[src/hdl/art_pkg.sv]
// Package holding register map, field positions and reset values of the auto-reload PWM timer
package art_pkg;

  // ==========================================================================
  // Register indices (byte address is four times the index)
  localparam logic [7:0] IDX_DUTY3 = 8'h73;
  localparam logic [7:0] IDX_DUTY2 = 8'h74;
  localparam logic [7:0] IDX_DUTY1 = 8'h75;
  localparam logic [7:0] IDX_DUTY0 = 8'h76;
  localparam logic [7:0] IDX_PWMCTL = 8'h77;
  localparam logic [7:0] IDX_CSR = 8'h78;
  localparam logic [7:0] IDX_CNT = 8'h79;
  localparam logic [7:0] IDX_RELOAD = 8'h7a;
  localparam logic [7:0] IDX_CAPCSR = 8'h7b;
  localparam logic [7:0] IDX_CAP1 = 8'h7c;
  localparam logic [7:0] IDX_CAP2 = 8'h7d;

  // ==========================================================================
  // Timer control/status fields
  localparam int CSR_CLKSRC = 7;
  localparam int CSR_PRESC_HI = 6;
  localparam int CSR_PRESC_LO = 4;
  localparam int CSR_RUN = 3;
  localparam int CSR_FORCE = 2;
  localparam int CSR_OVIE = 1;
  localparam int CSR_OVF = 0;

  // ==========================================================================
  // Capture control/status fields
  localparam int CAP_EDGE_LO = 4;
  localparam int CAP_IE_LO = 2;
  localparam int CAP_FLAG_LO = 0;

  // ==========================================================================
  // Reset values and widths
  localparam logic [7:0] RESET_VAL = 8'h00;
  localparam logic [7:0] COUNT_TOP = 8'hff;
  localparam int PRESC_W = 7;
  localparam logic [6:0] PRESC_ZERO = 7'h00;

endpackage

[src/hdl/pwm_autoreload_timer_regs.sv]
// Auto-reload 8-bit PWM timer with four PWM outputs and two input captures, Wishbone slave
//
// The Wishbone register port was decided locally.
`timescale 1ns/100ps

// Functional notes
// - Run bit clear freezes prescaler and counter; set lets them count.
// - Force-reload bit reads zero; writing one loads reload value, clears prescaler.
// - Overflow interrupt enable gates the overflow interrupt request.
// - Overflow flag set on top-to-reload transition; cleared by reading control/status.
// - Counter access register reads live count and writes the counter anytime.
// - Overflow loads reload value and drives PWM outputs to the inverse of the polarity bit.
// - Four output enables independently connect each PWM channel to its pin.
// - Polarity zero: high at or below compare, low above; one inverts.
// - Changing a polarity bit inverts that output immediately.
// - Duty register sets second PWM edge; reload value sets the common first edge.
// - Top two capture control/status bits are reserved and read zero.
// - Capture edge select: zero falling edge, one rising edge.
// - Capture interrupt enables gate each capture channel's interrupt.
// - Capture sets channel flag; reading channel's capture register clears it.
// - Capture registers hold the counter value latched at the capture event.
// - Registers sit consecutively from duty ch3 through capture ch2.
// - Every register resets to zero.
// - Hidden compare registers load from duty registers only at overflow.
// - Prescale select picks one of eight taps: divide by two to the field.
// - Clock source select feeds prescaler from CPU clock or external input.
// - Capture register not updated again until software reads it.
module pwm_autoreload_timer_regs #(
  parameter int CHANNELS = 4,
  parameter int CAPTURES = 2
) (
  input wire logic clk_i,
  input wire logic rst_i,
  input wire logic wb_cyc_i,
  input wire logic wb_stb_i,
  input wire logic wb_we_i,
  input wire logic [9:0] wb_adr_i,
  input wire logic [3:0] wb_sel_i,
  input wire logic [31:0] wb_dat_i,
  output logic [31:0] wb_dat_o,
  output logic wb_ack_o,
  input wire logic ext_clk_i,
  input wire logic [CAPTURES-1:0] capture_pin_i,
  output logic [CHANNELS-1:0] pwm_output_pin_o,
  output logic [CHANNELS-1:0] pwm_output_pin_oe_n_o,
  output logic overflow_irq_o,
  output logic [CAPTURES-1:0] capture_irq_o
);

  // ==========================================================================
  // Register storage
  logic [7:0] duty_cycle_q [CHANNELS];
  logic [7:0] compare_shadow_q [CHANNELS];
  logic [CHANNELS-1:0] output_enable_q;
  logic [CHANNELS-1:0] output_polarity_q;
  logic clock_source_select_q;
  logic [2:0] prescale_select_q;
  logic count_run_q;
  logic overflow_irq_enable_q;
  logic overflow_flag_q;
  logic [7:0] reload_value_q;
  logic [7:0] count_q;
  logic [6:0] presc_q;
  logic [CAPTURES-1:0] capture_edge_q;
  logic [CAPTURES-1:0] capture_irq_enable_q;
  logic [CAPTURES-1:0] capture_flag_q;
  logic [7:0] capture_value_q [CAPTURES];
  logic [CHANNELS-1:0] level_q;

  // ==========================================================================
  // Bus decode
  logic [7:0] idx;
  logic acc;
  logic wr;
  logic rd;
  logic lane0;
  assign idx = wb_adr_i[9:2];
  assign acc = wb_cyc_i && wb_stb_i && !wb_ack_o;
  assign lane0 = wb_sel_i[0];
  assign wr = acc && wb_we_i && lane0;
  assign rd = acc && !wb_we_i;

  // True when this cycle writes the given register index
  function automatic logic wr_to(input logic [7:0] target);
    return wr && (idx == target);
  endfunction

  // True when this cycle reads the given register index
  function automatic logic rd_of(input logic [7:0] target);
    return rd && (idx == target);
  endfunction

  // ==========================================================================
  // Input synchronisers for external clock and capture pins
  logic [1:0] ext_sync_q;
  logic ext_prev_q;
  logic [CAPTURES-1:0] cap_s1_q;
  logic [CAPTURES-1:0] cap_s2_q;
  logic [CAPTURES-1:0] cap_prev_q;

  // Two flops per pin, then a history flop for edge detection
  always_ff @(posedge clk_i)
  begin
    if (rst_i)
    begin
      ext_sync_q <= 2'h0;
      ext_prev_q <= 1'b0;
      cap_s1_q <= '0;
      cap_s2_q <= '0;
      cap_prev_q <= '0;
    end
    else
    begin
      ext_sync_q <= {ext_sync_q[0], ext_clk_i};
      ext_prev_q <= ext_sync_q[1];
      cap_s1_q <= capture_pin_i;
      cap_s2_q <= cap_s1_q;
      cap_prev_q <= cap_s2_q;
    end
  end

  // ==========================================================================
  // Prescaler input and tap selection
  logic input_tick;
  logic count_tick;
  logic [7:0] presc_next;
  logic force_load;
  logic cnt_write;
  logic overflow;
  assign input_tick = clock_source_select_q ? (ext_sync_q[1] && !ext_prev_q) : 1'b1;
  assign presc_next = {1'b0, presc_q} + 8'h01;
  // Tap n ticks when the low n prescaler bits wrap; tap zero every input tick
  assign count_tick = count_run_q && input_tick &&
    ((prescale_select_q == 3'h0) ||
     (presc_q & ((7'h01 << prescale_select_q) - 7'h01)) ==
     ((7'h01 << prescale_select_q) - 7'h01));
  assign force_load = wr_to(art_pkg::IDX_CSR) && wb_dat_i[art_pkg::CSR_FORCE];
  assign cnt_write = wr_to(art_pkg::IDX_CNT);
  assign overflow = count_tick && (count_q == art_pkg::COUNT_TOP) && !cnt_write && !force_load;

  // Prescaler: frozen when stopped, cleared by forced reload or counter write
  always_ff @(posedge clk_i)
  begin
    if (rst_i)
      presc_q <= art_pkg::PRESC_ZERO;
    else if (force_load || cnt_write)
      presc_q <= art_pkg::PRESC_ZERO;
    else if (count_run_q && input_tick)
      presc_q <= presc_next[6:0];
  end

  // Counter: software write, forced reload, overflow reload or increment
  always_ff @(posedge clk_i)
  begin
    if (rst_i)
      count_q <= art_pkg::RESET_VAL;
    else if (cnt_write)
      count_q <= wb_dat_i[7:0];
    else if (force_load)
      count_q <= reload_value_q;
    else if (overflow)
      count_q <= reload_value_q;
    else if (count_tick)
      count_q <= count_q + 8'h01;
  end

  // ==========================================================================
  // Timer control/status register and overflow flag
  always_ff @(posedge clk_i)
  begin
    if (rst_i)
    begin
      clock_source_select_q <= 1'b0;
      prescale_select_q <= 3'h0;
      count_run_q <= 1'b0;
      overflow_irq_enable_q <= 1'b0;
    end
    else if (wr_to(art_pkg::IDX_CSR))
    begin
      clock_source_select_q <= wb_dat_i[art_pkg::CSR_CLKSRC];
      prescale_select_q <= wb_dat_i[art_pkg::CSR_PRESC_HI:art_pkg::CSR_PRESC_LO];
      count_run_q <= wb_dat_i[art_pkg::CSR_RUN];
      overflow_irq_enable_q <= wb_dat_i[art_pkg::CSR_OVIE];
    end
  end

  // Overflow flag: set wins over read-to-clear
  always_ff @(posedge clk_i)
  begin
    if (rst_i)
      overflow_flag_q <= 1'b0;
    else if (overflow)
      overflow_flag_q <= 1'b1;
    else if (rd_of(art_pkg::IDX_CSR))
      overflow_flag_q <= 1'b0;
  end

  // Overflow request gated by its enable
  always_ff @(posedge clk_i)
  begin
    if (rst_i)
      overflow_irq_o <= 1'b0;
    else
      overflow_irq_o <= overflow_flag_q && overflow_irq_enable_q;
  end

  // ==========================================================================
  // Reload value and PWM control registers
  always_ff @(posedge clk_i)
  begin
    if (rst_i)
    begin
      reload_value_q <= art_pkg::RESET_VAL;
      output_enable_q <= '0;
      output_polarity_q <= '0;
    end
    else
    begin
      if (wr_to(art_pkg::IDX_RELOAD))
        reload_value_q <= wb_dat_i[7:0];
      if (wr_to(art_pkg::IDX_PWMCTL))
      begin
        output_enable_q <= wb_dat_i[7:4];
        output_polarity_q <= wb_dat_i[3:0];
      end
    end
  end

  // ==========================================================================
  // Per-channel duty, shadow compare and PWM level
  genvar ch;
  generate
    for (ch = 0; ch < CHANNELS; ch++)
    begin : g_pwm
      // Duty register for channel ch sits at index duty0 minus ch
      always_ff @(posedge clk_i)
      begin
        if (rst_i)
          duty_cycle_q[ch] <= art_pkg::RESET_VAL;
        else if (wr_to(art_pkg::IDX_DUTY0 - 8'(ch)))
          duty_cycle_q[ch] <= wb_dat_i[7:0];
      end

      // Shadow compare loads only at overflow to avoid glitches
      always_ff @(posedge clk_i)
      begin
        if (rst_i)
          compare_shadow_q[ch] <= art_pkg::RESET_VAL;
        else if (overflow)
          compare_shadow_q[ch] <= duty_cycle_q[ch];
      end

      // Raw level: set at overflow, restored on the step that takes the counter past compare
      always_ff @(posedge clk_i)
      begin
        if (rst_i)
          level_q[ch] <= 1'b0;
        else if (overflow)
          level_q[ch] <= 1'b1;
        else if ((count_q > compare_shadow_q[ch]) ||
                 (count_tick && (count_q == compare_shadow_q[ch])))
          level_q[ch] <= 1'b0;
      end

      // Pin driven from polarity and level, released when disabled
      always_ff @(posedge clk_i)
      begin
        if (rst_i)
        begin
          pwm_output_pin_o[ch] <= 1'b0;
          pwm_output_pin_oe_n_o[ch] <= 1'b1;
        end
        else
        begin
          pwm_output_pin_o[ch] <= level_q[ch] ^ output_polarity_q[ch];
          pwm_output_pin_oe_n_o[ch] <= !output_enable_q[ch];
        end
      end
    end
  endgenerate

  // ==========================================================================
  // Capture channels
  logic [CAPTURES-1:0] cap_event;
  genvar cp;
  generate
    for (cp = 0; cp < CAPTURES; cp++)
    begin : g_cap
      assign cap_event[cp] = capture_edge_q[cp] ? (cap_s2_q[cp] && !cap_prev_q[cp])
                                                : (!cap_s2_q[cp] && cap_prev_q[cp]);

      // Latch counter on event, but only while flag is clear
      always_ff @(posedge clk_i)
      begin
        if (rst_i)
          capture_value_q[cp] <= art_pkg::RESET_VAL;
        else if (cap_event[cp] && !capture_flag_q[cp])
          capture_value_q[cp] <= count_q;
      end

      // Flag set by capture, cleared by reading the channel's capture register
      always_ff @(posedge clk_i)
      begin
        if (rst_i)
          capture_flag_q[cp] <= 1'b0;
        else if (cap_event[cp] && !capture_flag_q[cp])
          capture_flag_q[cp] <= 1'b1;
        else if (rd_of(art_pkg::IDX_CAP1 + 8'(cp)))
          capture_flag_q[cp] <= 1'b0;
      end

      // Capture request gated by its enable
      always_ff @(posedge clk_i)
      begin
        if (rst_i)
          capture_irq_o[cp] <= 1'b0;
        else
          capture_irq_o[cp] <= capture_flag_q[cp] && capture_irq_enable_q[cp];
      end
    end
  endgenerate

  // Capture control writes (flags are read-only)
  always_ff @(posedge clk_i)
  begin
    if (rst_i)
    begin
      capture_edge_q <= '0;
      capture_irq_enable_q <= '0;
    end
    else if (wr_to(art_pkg::IDX_CAPCSR))
    begin
      capture_edge_q <= wb_dat_i[5:4];
      capture_irq_enable_q <= wb_dat_i[3:2];
    end
  end

  // ==========================================================================
  // Read multiplexer
  logic [7:0] rdata;
  always_comb
  begin
    rdata = 8'h00;
    unique case (idx)
      art_pkg::IDX_DUTY3: rdata = duty_cycle_q[3];
      art_pkg::IDX_DUTY2: rdata = duty_cycle_q[2];
      art_pkg::IDX_DUTY1: rdata = duty_cycle_q[1];
      art_pkg::IDX_DUTY0: rdata = duty_cycle_q[0];
      art_pkg::IDX_PWMCTL: rdata = {output_enable_q, output_polarity_q};
      art_pkg::IDX_CSR: rdata = {clock_source_select_q, prescale_select_q, count_run_q,
                                 1'b0, overflow_irq_enable_q, overflow_flag_q};
      art_pkg::IDX_CNT: rdata = count_q;
      art_pkg::IDX_RELOAD: rdata = reload_value_q;
      art_pkg::IDX_CAPCSR: rdata = {2'h0, capture_edge_q, capture_irq_enable_q,
                                    capture_flag_q};
      art_pkg::IDX_CAP1: rdata = capture_value_q[0];
      art_pkg::IDX_CAP2: rdata = capture_value_q[1];
      default: rdata = 8'h00;
    endcase
  end

  // Single-wait-state acknowledge; unmapped addresses ack with zero
  always_ff @(posedge clk_i)
  begin
    if (rst_i)
    begin
      wb_ack_o <= 1'b0;
      wb_dat_o <= 32'h0000_0000;
    end
    else
    begin
      wb_ack_o <= acc;
      wb_dat_o <= rd ? {24'h000000, rdata} : 32'h0000_0000;
    end
  end

endmodule

[config.mk]
export PLATFORM = sky130hd
export DESIGN_NAME = pwm_autoreload_timer_regs
export DESIGN_NICKNAME = d
export VERILOG_FILES = /design/src/hdl/art_pkg.sv /design/src/hdl/pwm_autoreload_timer_regs.sv
export SDC_FILE = /design/constraint.sdc
export NUM_CORES = 1
export LEC_CHECK = 0
export BUFFER_PORTS_ARGS = -buffer_cell sky130_fd_sc_hd__buf_2
export CORE_MARGIN = 4
export CORE_UTILIZATION = 55
export DETAILED_ROUTE_END_ITERATION = 12
export PLACE_DENSITY = 0.86
export SLEW_MARGIN = 40
export SYNTH_ARGS = -nofsm -noshare
export SYNTH_HDL_FRONTEND = slang
export SYNTH_SLANG_ARGS = --single-unit
[constraint.sdc]
create_clock -name clk_i -period 8 [get_ports clk_i]
set_input_delay 1.2 -clock clk_i [delete_from_list [all_inputs] [get_ports clk_i]]
set_output_delay 1.2 -clock clk_i [all_outputs]
set_load 0.01 [all_outputs]
==> results.py <==
metrics = {
    "clock_network": {
        "hold_buffers": 0,
        "clockBufferDepth": 2,
        "cts_tree": "built",
        "htree_levels": 4,
        "root_buffer": "clkbuf_16",
        "ctsResizeCount": 0,
        "insertion_delay_ns": 0.42,
        "cts_setup_buffers": 0,
        "path_clk_slew_ns": 0.06,
        "numCtsBuffers": 17,
        "cts_num_sinks": 157,
    },
    "cells_and_area": {
        "syn2layout_area_growth_pct": 10.5,
        "fin_nets": 895,
        "fillers": 1081,
        "final_cell_area_mm2": 0.00876,
        "diodes": 0,
        "final_cells": 999,
        "drive_gt1_share_pct": 12.7,
    },
    "yosys": {
        "synth_flop_cell": "edfxtp_1",
        "ys_seq_elements": 157,
        "synth_top_cell_by_area": "edfxtp_1",
        "ys_seq_area_share_pct": 49.7,
        "synth_common_cells": "edfxtp_1 (80), and2_1 (78), dfxtp_1 (77)",
        "synth_area_leaders": "edfxtp_1 (30%), dfxtp_1 (19%), and2_1 (6.2%)",
        "synth.most_common_cell": "edfxtp_1",
        "synthCells": 772,
        "synth.distinct_cells": 57,
        "yosysWarnings": 0,
        "synth_top_area_share_pct": 30.3,
        "ys_async_sr_fraction_pct": 0,
        "postSynthAreaPerCell_um2": 10.3,
        "syn_area_mm2": 0.00793,
        "synth_edf_count": 80,
    },
    "place": {
        "dp_hpwl_um": 13300,
        "place_inst": 967,
        "globalplace.congestion": 0.965,
        "dp_slack_ns": 4.28,
        "dpl_cell_area_mm2": 0.00817,
        "portBuffers": 44,
    },
    "pwr": {
        "power_density_mw_per_mm2": 200,
        "peakVddDrop_mv": 0.144,
        "finalPower_w": 0.00175,
        "power_leakage_nw": 3.54,
    },
    "global_routing": {
        "grt_max_degree": 59,
        "grt_pass1_wl_um": 31100,
        "grt_pass1_vias": 5637,
        "grtUsageTotal_pct": 25.0,
        "grt.overflow.total": 0,
        "antenna_found_initial": 1,
    },
    "sta": {
        "max_slew_margin_pct": 39.1,
        "setup_viol": 0,
        "fin_ws_ns": 4.65,
        "min_period_ns": 3.35,
        "worstMarginPinSlew_ns": 0.914,
        "finalHoldViolations": 0,
        "max_freq_ghz": 0.299,
        "slew_violations": 0,
        "fin_crit_sh_pct": 41.9,
        "setup_tns_ns": 0,
        "rsz0062_at_grt": "no",
        "fin_worst_skew_ns": 0.00604,
    },
    "floorplanning": {
        "placementRows": 43,
        "io_pins": 98,
        "core_area_mm2": 0.0140,
        "die_h_um": 128,
        "initial_utilization_pct": 56.7,
        "die_area_mm2": 0.0164,
        "die_width_um": 128,
    },
    "setup_path": {
        "cp-endpoint": "duty_cycle_q[3][7]",
        "r2r_slack_ns": 4.80,
        "crit_slowest_cell": "buf_2",
        "cp-start-kind": "input pin",
        "path_cells": "buf_2 -> and2_1 -> nand2_1 -> nor2_1 -> nand2_1 -> nor2_1 -> and2_1",
        "cpPeakStageDelay_ns": 0.63,
        "cp_num_buf_inv": 1,
        "arrival_ns": 3.63,
        "timing.rr.end": "compare_shadow_q[0][5]",
        "required_ns": 8.29,
        "r2r_cells": 8,
        "crit_family": "simple AND/OR/NAND/NOR gates",
        "reg2reg_from": "prescale_select_q[0]",
        "critPathMaxFanout": 33,
        "crit_type": "in2reg",
        "cp-end-kind": "flop",
        "startpoint": "wb_adr_i[3]",
        "cp_num_cells": 7,
    },
    "detailed_routing": {
        "drt_iter0_drc": 836,
        "antenna_left": 0,
        "viasPerCell": 5.95,
        "drtPass1Iterations": 5,
        "finalWirelength_um": 19500,
        "post-route-drc-count": 0,
        "wl_per_cell_um": 19.6,
        "via_count": 5943,
    },
    "hold_path": {
        "hp-class": "reg2reg",
        "whs_path_depth": 1,
    },
    "run_status": {
        "status": "completed",
    },
    "flow_run": {
        "maxCapViolCount": 0,
    },
}
## power by group
| group | switching, W | leakage, nW | total [W] | internal, W |
|---|---|---|---|---|
| combinational | 0.0000611 | 1.84 | 0.0000846 | 0.0000235 |
| clock | 0.000325 | 0.283 | 0.000793 | 0.000467 |
| sequential | 0.00000838 | 1.42 | 0.000872 | 0.000864 |
## worst min-delay path by stage
stage	from	to	slack (ns)
floorplan	output_enable_q[1]	pwm_output_pin_oe_n_o[1]	0.37
global placement	output_enable_q[0]	pwm_output_pin_oe_n_o[0]	0.39
detailed placement	output_enable_q[0]	pwm_output_pin_oe_n_o[0]	0.39
CTS	output_enable_q[0]	pwm_output_pin_oe_n_o[0]	0.41
global route	output_enable_q[3]	pwm_output_pin_oe_n_o[3]	0.45
finish	output_enable_q[0]	pwm_output_pin_oe_n_o[0]	0.41
## logic make-up after synthesis
group | synth area share [%]
AO/OA/AOI/OAI | 8.65
XOR/XNOR | 1.88
adder cells (fa/ha/maj) | 5.52
buffers and inverters | 5.90
flip-flops | 49.7
multiplexers | 7.53
other | 0.0473
AND/OR/NAND/NOR | 20.7
## layer usage
layer	vias to the layer above	wire length [um]	global-route usage, %
met2	383	8690	37.6
met3	67	2330	7.17
li1	2740	-	-
met1	2751	7750	34.2
met4	2	767	10.2
met5	-	13	0
## state kept, by name, summed over array words and instances (netlist names), 3 cells and up
signal and cells:
pwm_output_pin_oe_n_o 4, compare_shadow_q 32, output_enable_q 4, pwm_output_pin_o 4
output_polarity_q 4, capture_value_q 16, prescale_select_q 3, duty_cycle_q 32
reload_value_q 8, count_q 8, level_q 4, wb_dat_o 8
presc_q 7
## layout by cell type, fill, tap and decap left out, types with 24 or more instances in the layout
master	count
and2_1	78
buf_2	44
conb_1	24
dfxtp_1	77
edfxtp_1	80
ha_1	35
inv_1	35
mux2i_1	45
nand2_1	40
nand3_1	29
nor2_1	74
o21ai_0	39
## metrics by stage
step                      hold WS, ns  utilization, %
after global routing            0.452            62.6
after floorplan                 0.367               -
final                           0.410            62.6
after detailed placement        0.389            58.4
after CTS                       0.411            62.6
after global placement          0.394            58.3
## area by class of cell
class | instances | area (um^2) | share of cell area [%]
Multi-Input combinational cell | 546 | 3620 | 41.3
Clock buffer | 22 | 485 | 5.54
Timing Repair Buffer | 48 | 250 | 2.86
Tap cell | 180 | 225 | 2.57
Sequential cell | 157 | 3940 | 45.0
Clock inverter | 10 | 104 | 1.19
Inverter | 36 | 135 | 1.54
No activity file was read; power rests on OpenSTA's default activity.
